--- src/include/dlbe_pkg.sv ---
package dlbe_pkg;

    // Address decoration field positions
    localparam int SPACE_HI    = 30;       // Target space select, high bit
    localparam int SPACE_LO    = 29;       // Target space select, low bit
    localparam int OP_HI       = 28;       // Operation code, high bit
    localparam int OP_LO       = 26;       // Operation code, low bit
    localparam int BITPOS_HI   = 25;       // Single-bit position, high bit
    localparam int BITPOS_LO   = 21;       // Single-bit position, low bit
    localparam int FLDPOS_HI   = 27;       // Field start position, high bit
    localparam int FLDPOS_LO   = 23;       // Field start position, low bit
    localparam int FLDWID_HI   = 22;       // Field width code, high bit
    localparam int FLDWID_LO   = 19;       // Field width code, low bit
    localparam int EXTRACT_BIT = 28;       // Set for field extract
    localparam int OFFS_FULL_HI = 19;      // Offset top for single-bit ops
    localparam int OFFS_FLD_HI  = 18;      // Offset top for field extract

    // Space patterns and base addresses
    localparam logic [1:0]  SPACE_RAM    = 2'h1;          // Upper system RAM
    localparam logic [1:0]  SPACE_PERIPH = 2'h2;          // Peripheral region
    localparam logic [31:0] BASE_RAM     = 32'h2000_0000; // RAM base
    localparam logic [31:0] BASE_PERIPH  = 32'h4000_0000; // Peripheral base

    // Operation codes in address bits 28:26
    localparam logic [2:0] OP_CLEAR = 3'h2;   // Load and clear one bit
    localparam logic [2:0] OP_SET   = 3'h3;   // Load and set one bit

    // Transfer sizes as on the bus
    localparam logic [2:0] SIZE_BYTE = 3'h0;  // 8-bit container
    localparam logic [2:0] SIZE_HALF = 3'h1;  // 16-bit container
    localparam logic [2:0] SIZE_WORD = 3'h2;  // 32-bit container

    // Transfer types
    localparam logic [1:0] TRANS_IDLE   = 2'h0;  // No transfer
    localparam logic [1:0] TRANS_NONSEQ = 2'h2;  // Single transfer

    // Decoded operation
    typedef enum logic [1:0] {
        DLBE_OP_NONE,
        DLBE_OP_CLEAR,
        DLBE_OP_SET,
        DLBE_OP_EXTRACT
    } dlbe_op_t;

    // Address phase of a bus transfer
    typedef struct packed {
        logic [31:0] addr;    // Byte address
        logic [1:0]  trans;   // Transfer type
        logic        write;   // High for write
        logic [2:0]  size;    // Transfer size
        logic [3:0]  prot;    // Protection attributes
    } dlbe_aphase_t;

endpackage : dlbe_pkg

--- src/hdl/dlbe_engine.sv ---
`timescale 1ns/10ps
`default_nettype none

module dlbe_engine (
    input  wire logic                  sys_clk_i,     // System bus clock
    input  wire logic                  srst_i,        // Synchronous reset
    input  wire dlbe_pkg::dlbe_aphase_t m_aph_i,      // Core address phase
    input  wire logic [31:0]           m_wdata_i,     // Core write data
    output logic [31:0]                m_rdata_o,     // Read data to core
    output logic                       m_ready_o,     // Transfer done to core
    output logic                       m_resp_o,      // Error response to core
    output dlbe_pkg::dlbe_aphase_t     s_aph_o,       // Slave address phase
    output logic [31:0]                s_wdata_o,     // Slave write data
    input  wire logic [31:0]           s_rdata_i,     // Slave read data
    input  wire logic                  s_ready_i,     // Slave transfer done
    input  wire logic                  s_resp_i       // Slave error response
);

    // Sequencer states
    typedef enum logic [1:0] {
        DLBE_IDLE,       // Pass-through, no decorated transfer pending
        DLBE_READ,       // First data phase of a decorated load
        DLBE_FINISH      // Second data phase: return result, maybe write
    } dlbe_state_t;

    dlbe_state_t           state_r;      // Current state
    dlbe_state_t           state_nxt;    // Next state
    dlbe_pkg::dlbe_op_t    op_r;         // Captured operation
    dlbe_pkg::dlbe_op_t    op_dec;       // Operation decoded this cycle
    dlbe_pkg::dlbe_aphase_t cap_aph_r;   // Captured address and attributes
    logic [4:0]            pos_r;        // Captured bit or field position
    logic [3:0]            wid_r;        // Captured field width code
    logic [31:0]           mod_r;        // Registered modified or masked data
    logic                  bit_r;        // Registered extracted bit
    logic [31:0]           mask_w;       // Mask built in first data phase
    logic [31:0]           cmask_w;      // Container mask
    logic [31:0]           res_w;        // Result returned in finish phase
    logic                  m_take;       // Core address phase accepted
    logic                  decorated;    // Decorated load seen this cycle
    logic                  dphase_r;     // Pass-through data phase pending

    // Decode the decoration from a core address phase
    function automatic dlbe_pkg::dlbe_op_t dlbe_decode(input dlbe_pkg::dlbe_aphase_t a);
        logic [1:0] sp;
        sp = a.addr[dlbe_pkg::SPACE_HI:dlbe_pkg::SPACE_LO];
        dlbe_decode = dlbe_pkg::DLBE_OP_NONE;
        if (a.trans[1] && !a.write && !a.addr[31] &&
            (sp == dlbe_pkg::SPACE_RAM || sp == dlbe_pkg::SPACE_PERIPH)) begin
            if (a.addr[dlbe_pkg::EXTRACT_BIT]) begin
                dlbe_decode = dlbe_pkg::DLBE_OP_EXTRACT;
            end else if (a.addr[dlbe_pkg::OP_HI:dlbe_pkg::OP_LO] == dlbe_pkg::OP_CLEAR) begin
                dlbe_decode = dlbe_pkg::DLBE_OP_CLEAR;
            end else if (a.addr[dlbe_pkg::OP_HI:dlbe_pkg::OP_LO] == dlbe_pkg::OP_SET) begin
                dlbe_decode = dlbe_pkg::DLBE_OP_SET;
            end
        end
    endfunction : dlbe_decode

    // Strip decoration: rebuild the physical address in the chosen space
    function automatic logic [31:0] dlbe_strip(input logic [31:0] a, input logic fld);
        logic [31:0] base;
        logic [31:0] offs;
        base = (a[dlbe_pkg::SPACE_HI:dlbe_pkg::SPACE_LO] == dlbe_pkg::SPACE_RAM) ?
               dlbe_pkg::BASE_RAM : dlbe_pkg::BASE_PERIPH;
        if (fld) begin
            offs = {13'h0000, a[dlbe_pkg::OFFS_FLD_HI:0]};
        end else begin
            offs = {12'h000, a[dlbe_pkg::OFFS_FULL_HI:0]};
        end
        dlbe_strip = base | offs;
    endfunction : dlbe_strip

    // Container mask from the read size
    function automatic logic [31:0] dlbe_cont(input logic [2:0] size);
        case (size)
            dlbe_pkg::SIZE_BYTE: dlbe_cont = 32'h0000_00ff;
            dlbe_pkg::SIZE_HALF: dlbe_cont = 32'h0000_ffff;
            default:             dlbe_cont = 32'hffff_ffff;
        endcase
    endfunction : dlbe_cont

    assign m_take    = m_aph_i.trans[1] && m_ready_o;
    assign op_dec    = dlbe_decode(m_aph_i);
    assign decorated = m_take && (op_dec != dlbe_pkg::DLBE_OP_NONE);

    // Mask building: single bit or field, clipped to the container
    always_comb begin
        logic [32:0] wmask;
        wmask   = 33'h0;
        cmask_w = dlbe_cont(cap_aph_r.size);
        if (op_r == dlbe_pkg::DLBE_OP_EXTRACT) begin
            wmask  = (33'h1 << ({28'h0, wid_r} + 32'h1)) - 33'h1;
            mask_w = (wmask[31:0] << pos_r) & cmask_w;
        end else begin
            mask_w = (32'h1 << pos_r) & cmask_w;
        end
    end

    // Result for the core: bit or right-shifted field, zero-filled
    always_comb begin
        if (op_r == dlbe_pkg::DLBE_OP_EXTRACT) begin
            res_w = mod_r >> pos_r;
        end else begin
            res_w = {31'h0, bit_r};
        end
    end

    // Next state
    always_comb begin
        state_nxt = state_r;
        case (state_r)
            DLBE_IDLE: begin
                if (decorated) begin
                    state_nxt = DLBE_READ;
                end
            end
            DLBE_READ: begin
                if (s_ready_i) begin
                    state_nxt = DLBE_FINISH;
                end
            end
            DLBE_FINISH: begin
                // A decorated request taken in the last data phase starts at once
                if (s_ready_i) begin
                    state_nxt = decorated ? DLBE_READ : DLBE_IDLE;
                end
            end
            default: state_nxt = DLBE_IDLE;
        endcase
    end

    // State register
    always_ff @(posedge sys_clk_i) begin
        if (srst_i) begin
            state_r <= DLBE_IDLE;
        end else begin
            state_r <= state_nxt;
        end
    end

    // Capture address, attributes and decoration at the first address phase
    always_ff @(posedge sys_clk_i) begin
        if (srst_i) begin
            cap_aph_r <= '0;
            op_r      <= dlbe_pkg::DLBE_OP_NONE;
            pos_r     <= 5'h00;
            wid_r     <= 4'h0;
        end else if (decorated) begin
            cap_aph_r      <= m_aph_i;
            cap_aph_r.addr <= dlbe_strip(m_aph_i.addr, op_dec == dlbe_pkg::DLBE_OP_EXTRACT);
            op_r           <= op_dec;
            if (op_dec == dlbe_pkg::DLBE_OP_EXTRACT) begin
                pos_r <= m_aph_i.addr[dlbe_pkg::FLDPOS_HI:dlbe_pkg::FLDPOS_LO];
                wid_r <= m_aph_i.addr[dlbe_pkg::FLDWID_HI:dlbe_pkg::FLDWID_LO];
            end else begin
                pos_r <= m_aph_i.addr[dlbe_pkg::BITPOS_HI:dlbe_pkg::BITPOS_LO];
                wid_r <= 4'h0;
            end
        end
    end

    // First data phase: read, modify and register
    always_ff @(posedge sys_clk_i) begin
        if (srst_i) begin
            mod_r <= 32'h0;
            bit_r <= 1'b0;
        end else if (state_r == DLBE_READ && s_ready_i) begin
            bit_r <= |(s_rdata_i & mask_w);
            case (op_r)
                dlbe_pkg::DLBE_OP_CLEAR:   mod_r <= s_rdata_i & ~mask_w;
                dlbe_pkg::DLBE_OP_SET:     mod_r <= s_rdata_i | mask_w;
                dlbe_pkg::DLBE_OP_EXTRACT: mod_r <= s_rdata_i & mask_w;
                default:                   mod_r <= s_rdata_i;
            endcase
        end
    end

    // Pass-through data phase tracker for undecorated transfers
    always_ff @(posedge sys_clk_i) begin
        if (srst_i) begin
            dphase_r <= 1'b0;
        end else if (m_ready_o) begin
            dphase_r <= m_take && !decorated;
        end
    end

    // Slave address phase: forward, recirculate as write, or idle
    always_comb begin
        s_aph_o = m_aph_i;
        if (state_r == DLBE_READ) begin
            s_aph_o = cap_aph_r;
            if (op_r == dlbe_pkg::DLBE_OP_EXTRACT) begin
                s_aph_o.trans = dlbe_pkg::TRANS_IDLE;
            end else begin
                s_aph_o.write = 1'b1;
                s_aph_o.trans = dlbe_pkg::TRANS_NONSEQ;
            end
        end else if (decorated) begin    // Also a request taken in the finish phase
            s_aph_o.addr = dlbe_strip(m_aph_i.addr, op_dec == dlbe_pkg::DLBE_OP_EXTRACT);
        end
    end

    // Slave write data: registered modified data in the finish phase
    assign s_wdata_o = (state_r == DLBE_FINISH) ? mod_r : m_wdata_i;

    // Core side handshake and data
    always_comb begin
        case (state_r)
            DLBE_READ: begin
                m_ready_o = 1'b0;
                m_rdata_o = s_rdata_i;
                m_resp_o  = s_resp_i;
            end
            DLBE_FINISH: begin
                m_ready_o = s_ready_i;
                m_rdata_o = res_w;
                m_resp_o  = s_resp_i;
            end
            default: begin
                m_ready_o = dphase_r ? s_ready_i : 1'b1;
                m_rdata_o = s_rdata_i;
                m_resp_o  = dphase_r ? s_resp_i : 1'b0;
            end
        endcase
    end

    // Clear and set issue a write one cycle after the read
    property p_rmw_write;
        @(posedge sys_clk_i) disable iff (srst_i)
        (state_r == DLBE_IDLE && decorated && op_dec != dlbe_pkg::DLBE_OP_EXTRACT)
        |=> (s_aph_o.write && s_aph_o.trans == dlbe_pkg::TRANS_NONSEQ);
    endproperty
    a_rmw_write: assert property (p_rmw_write) else $error("no write after bit op");

    // Extract never writes
    property p_no_extract_write;
        @(posedge sys_clk_i) disable iff (srst_i)
        (state_r == DLBE_READ && op_r == dlbe_pkg::DLBE_OP_EXTRACT) |-> !s_aph_o.trans[1];
    endproperty
    a_no_extract_write: assert property (p_no_extract_write)
        else $error("extract drove slave");

    // Core stalled in first data phase
    property p_stall;
        @(posedge sys_clk_i) disable iff (srst_i)
        decorated |=> !m_ready_o;
    endproperty
    a_stall: assert property (p_stall) else $error("core not stalled");

    // Clear result has bit zero in written data
    property p_clear_data;
        @(posedge sys_clk_i) disable iff (srst_i)
        (state_r == DLBE_READ && s_ready_i && op_r == dlbe_pkg::DLBE_OP_CLEAR)
        |=> ((s_wdata_o & (32'h1 << pos_r)) == 32'h0);
    endproperty
    a_clear_data: assert property (p_clear_data) else $error("bit not cleared");

    // Set result has bit one within container
    property p_set_data;
        @(posedge sys_clk_i) disable iff (srst_i)
        (state_r == DLBE_READ && s_ready_i && op_r == dlbe_pkg::DLBE_OP_SET)
        |=> ((s_wdata_o & (32'h1 << pos_r) & cmask_w) == ((32'h1 << pos_r) & cmask_w));
    endproperty
    a_set_data: assert property (p_set_data) else $error("bit not set");

    // Single-bit results are zero-filled above bit zero
    property p_bit_zero_fill;
        @(posedge sys_clk_i) disable iff (srst_i)
        (state_r == DLBE_FINISH && op_r != dlbe_pkg::DLBE_OP_EXTRACT)
        |-> (m_rdata_o[31:1] == 31'h0);
    endproperty
    a_bit_zero_fill: assert property (p_bit_zero_fill)
        else $error("bit result not zero-filled");

    // Extract result fits width code plus one
    property p_extract_width;
        @(posedge sys_clk_i) disable iff (srst_i)
        (state_r == DLBE_FINISH && op_r == dlbe_pkg::DLBE_OP_EXTRACT)
        |-> ((33'(m_rdata_o) >> ({28'h0, wid_r} + 32'h1)) == 33'h0);
    endproperty
    a_extract_width: assert property (p_extract_width) else $error("field too wide");

    // Slave wait states hold the core
    property p_wait_pass;
        @(posedge sys_clk_i) disable iff (srst_i)
        (state_r != DLBE_IDLE && !s_ready_i) |-> (!m_ready_o ##1 state_r == $past(state_r));
    endproperty
    a_wait_pass: assert property (p_wait_pass) else $error("wait state lost");

    // Extract leaves its second address phase idle
    property p_extract_idle;
        @(posedge sys_clk_i) disable iff (srst_i)
        (decorated && op_dec == dlbe_pkg::DLBE_OP_EXTRACT)
        |=> (s_aph_o.trans == dlbe_pkg::TRANS_IDLE);
    endproperty
    a_extract_idle: assert property (p_extract_idle)
        else $error("extract second phase not idle");

    // Decoration removed: base from the space bits, operation bits zeroed
    property p_strip_addr;
        @(posedge sys_clk_i) disable iff (srst_i)
        decorated |-> (s_aph_o.addr[31:29] == {1'b0, m_aph_i.addr[30:29]} &&
                       s_aph_o.addr[28:20] == 9'h000 && !s_aph_o.write);
    endproperty
    a_strip_addr: assert property (p_strip_addr)
        else $error("decorated address not stripped");

    // Extract drops address bit 19 from the offset
    property p_extract_offs;
        @(posedge sys_clk_i) disable iff (srst_i)
        (decorated && op_dec == dlbe_pkg::DLBE_OP_EXTRACT) |-> !s_aph_o.addr[19];
    endproperty
    a_extract_offs: assert property (p_extract_offs)
        else $error("extract kept bit 19 as address");

    // Undecorated requests reach the slave untouched
    property p_pass_through;
        @(posedge sys_clk_i) disable iff (srst_i)
        (state_r == DLBE_IDLE && !decorated) |-> (s_aph_o == m_aph_i);
    endproperty
    a_pass_through: assert property (p_pass_through)
        else $error("plain request altered");

    // Plain data phases end with the slave, no added stall
    property p_plain_ready;
        @(posedge sys_clk_i) disable iff (srst_i)
        (state_r == DLBE_IDLE && dphase_r) |-> (m_ready_o == s_ready_i);
    endproperty
    a_plain_ready: assert property (p_plain_ready)
        else $error("plain data phase stalled");

endmodule : dlbe_engine

`default_nettype wire

--- config.mk ---
export PLATFORM = sky130hd
export DESIGN_NAME = dlbe_engine
export DESIGN_NICKNAME = d
export VERILOG_FILES = /design/src/include/dlbe_pkg.sv /design/src/hdl/dlbe_engine.sv
export SDC_FILE = /design/constraint.sdc
export NUM_CORES = 1
export LEC_CHECK = 0
export BUFFER_PORTS_ARGS = -buffer_cell sky130_fd_sc_hd__buf_2
export CORE_ASPECT_RATIO = 1.1
export CORE_UTILIZATION = 45
export CTS_BUF_LIST = sky130_fd_sc_hd__clkbuf_4 sky130_fd_sc_hd__clkbuf_8
export DETAILED_ROUTE_END_ITERATION = 10
export GPL_TIMING_DRIVEN = 0
export PLACE_DENSITY_LB_ADDON = 0.08
export SLEW_MARGIN = 5
export SYNTH_ARGS = -nofsm -noshare
export SYNTH_HDL_FRONTEND = slang
export SYNTH_SLANG_ARGS = --single-unit
export TNS_END_PERCENT = 30
--- constraint.sdc ---
create_clock -name sys_clk_i -period 3.4 [get_ports sys_clk_i]
set_input_delay 0.17 -clock sys_clk_i [delete_from_list [all_inputs] [get_ports sys_clk_i]]
set_output_delay 0.17 -clock sys_clk_i [all_outputs]
set_load 0.005 [all_outputs]
==> results.md <==
* Outcome: finished, violations left
* Violations in the final reports: setup timing
* Syn_area_per_cell at approximately 7.1 sq um
* Fin crit share at 107.2%
* Htree depth at 3
* Initial antenna violation count at 2
* Fmax achieved at approximately 270 MHz
* CP most frequent cell: nor4_4
* Count of cell types in the netlist at 90
* Total Routing Usage GR at a little under half
* Antenna Nets Post-Route at 0
* #FFs+latches synth at between 70 and 80
* DRC Markers at 0
* Congestion Overflow GR at 0
* Setup ws final at -243.2 ps
* Largest net degree at the start of global routing at 17
* Hold Fails Final Rpt at 0
* Rows at between 50 and 60
* Clock Tree Root: clkbuf_8
* Fin util at between 60% and 70%
* Transition time of the tightest slew-check pin at approximately 1200 ps
* Count leader, synth: nand2_1
* Syn Std Cell Area at slightly below 9000 sq um
* CP Max Fanout at 8
* Gate Count Post-Synth at 1220
* Fillers at around 1800
* Proportion of netlist area held by the largest area contributor at 17.68%
* Initial core utilization at 45.82%
* Max-Slew Margin vs Limit at roughly 20%
* DP Worst Slack at -1147 ps
* Worst Skew at approximately 18 ps
* Crit path capture type: register
* Vias in the first global route at about 11000
* Die extent in x at roughly 130 um
* First-iteration detailed-routing DRC count at approximately 1400
* Per-cell routed wire length at about 27 um
* Number of CTS-inserted buffers at 9
* CTS Buffer Depth at 2
* Slowest CP cell: nor4_1
* Syn nets at approximately 1300
* Worst-path cell chain: nor4_4 > inv_2 > ha_4 > buf_8 > nor2_4 > o22ai_1 > a32oi_1 > o221ai_4 > a32o_1 > nor4_1 > nand4_1 > nor4_4 > a311oi_1
* Worst Setup Start Kind: register
* Area grow syn2layout at 32.63%
* Vias per cell at 6.847
* Ports at about 220
* Commonest cells post-synth: nand2_1 (168), nor2_1 (118), a21oi_1 (103), o21ai_0 (82), clkbuf_1 (81)
* Core area at 19030 sq um
* Drt first pass iters at 6
* Detailed Route WL at about 47 mm
* Final Net Count at about 1600
* Crit-path max cell delay at about 380 ps
* Final Max Tran Viols at 0
* Peak VDD IR at 0.1696 mV
* Fin crit period at 3643 ps
* MaxCap Viol Count at 0
* Port buffer count at approximately 220
* Critical path class: reg -> reg
* Leakage at around 4.2 nW
* Hpwl dp at ~35 mm
* First-pass GRT wire length at 68.17 mm
* Die height at approximately 150 um
* Die area at about 20000 sq um
* RSZ-0062 raised after global routing: yes
* Share of layout cells above drive strength 1 at a little over a third
* CTS Hold Bufs at 0
* Clk_lat worst skew at around 400 ps
* Top_reg_cell synth: dfxtp_1
* Worst path arrival time at 3890 ps
* CTS tree: yes
* Worst Hold Class: in -> reg
* Endpoints failing setup at 8
* PD cells at around 210 nW/um^2
* Required @ worst endpoint at about 3700 ps
* Routed vias at ~12000
* Clock sink count at between 70 and 80
* GPL Wtd Cong at 1.115
* Ranking of synthesized cells by area: dfxtp_1 (18%), mux2_2 (8.7%), nand2_1 (7.2%)
* Synth async-reset ratio at 0%
* Clock transition at path regs at about 110 ps
* Seq/Total Area, Yosys at between 15 and 20%
* Synth warn at 0
* Yosys top cell by area: dfxtp_1
* Post-synth EDFFs at 0
layout by cell type, fill, tap and decap left out, types with 33 or more instances in the layout:
cell,synthesis,routed
mux2_2,67,67
buf_4,0,33
nor2_1,118,112
clkbuf_1,81,61
a21oi_1,103,96
dfxtp_1,77,71
inv_1,38,38
nand2_1,168,164
o21ai_0,82,69
buf_2,21,229
worst max-delay path, delay by kind of cell (launching register included):
kind | cells | cell delay (ps)
compound gates | 5 | 1190
fa+ha+maj | 1 | 230
buf+inv | 2 | 280
flops | 1 | 370
simple gates | 5 | 1410
routing by layer:
layer	share of wire, %	wire (um)	track usage (%)
met3	12	5401	13.31
met1	36	16870	54.21
met2	44	20410	70.67
met5	0	0	0
met4	8.5	3953	34.16
path summary, 6_finish.rpt:
| check | from | to | slack, ps | depth (start not counted) |
|---|---|---|---|---|
| worst max-delay path | wid_r[2] | bit_r | -240 | 13 |
| worst min-delay path | m_aph_i[0] | cap_aph_r[0] | 5 | 3 |
| worst max register to register | wid_r[2] | bit_r | -240 | 13 |
| worst min register to register | cap_aph_r[18] | cap_aph_r[18] | 460 | 2 |
final cells by class:
class                      count  area (sq um)  share of cell area, %
buffer                       114         644.4                  5.571
timing repair buffer         255          1413                  12.21
antenna                        1         2.502                0.02164
clock inverter                 7         65.06                 0.5625
clock buffer                   9         123.9                  1.071
inverter                      42         160.2                  1.385
sequential                    77          1554                  13.44
multi-input combinational    983          7295                  63.07
tap                          247         309.0                  2.672
registers in the layout (all words and copies together) (netlist names):
register   cells
state_r        2
op_r           2
cap_aph_r     30
bit_r          1
dphase_r       1
pos_r          5
wid_r          4
mod_r         32
kinds of logic (layout without fill, tap and decap cells):
logic type      after synthesis  in the layout  share of synthesized area [%]
simple gates                421            421                          22.45
buf+inv                     160            427                          7.288
mux                         112            112                          16.97
fa+ha+maj                     6              6                         0.8608
flops                        77             77                          17.68
xor+xnor                      1              1                         0.1004
compound gates              442            442                          34.61
other cells                   1              2                        0.04300
power breakdown:
group	internal, mW	leakage, nW	total, mW	switching [mW]
clock	0.283	0.0943	0.716	0.433
combinational	0.288	3.51	0.726	0.438
sequential	0.919	0.626	0.943	0.0237
total	1.49	4.23	2.38	0.894
metrics by stage:
stage                     instance area, sq um  setup TNS [ps]  hold WS, ps  power (mW)  std cells
after detailed placement                 10110          -25410        426.1       1.592       1683
after floorplan                           8723               0        306.0       1.290       1220
final                                    11570          -581.6        4.655       2.384       1735
after global placement                   10110          -26420        421.5       1.589       1683
after CTS                                11140          -510.7        3.786       2.324       1722
after global routing                     11560           -1603        6.613       2.462       1734
what timing repair did:
action | 4_1_cts | 5_1_grt
endpoints found under the setup margin | 68 | 54
pin swaps | 42 | 31
gates cloned | 1 | 0
gates resized for setup | 148 | 93
buffers inserted | 27 | 12
(Power assumes the default switching activity.)
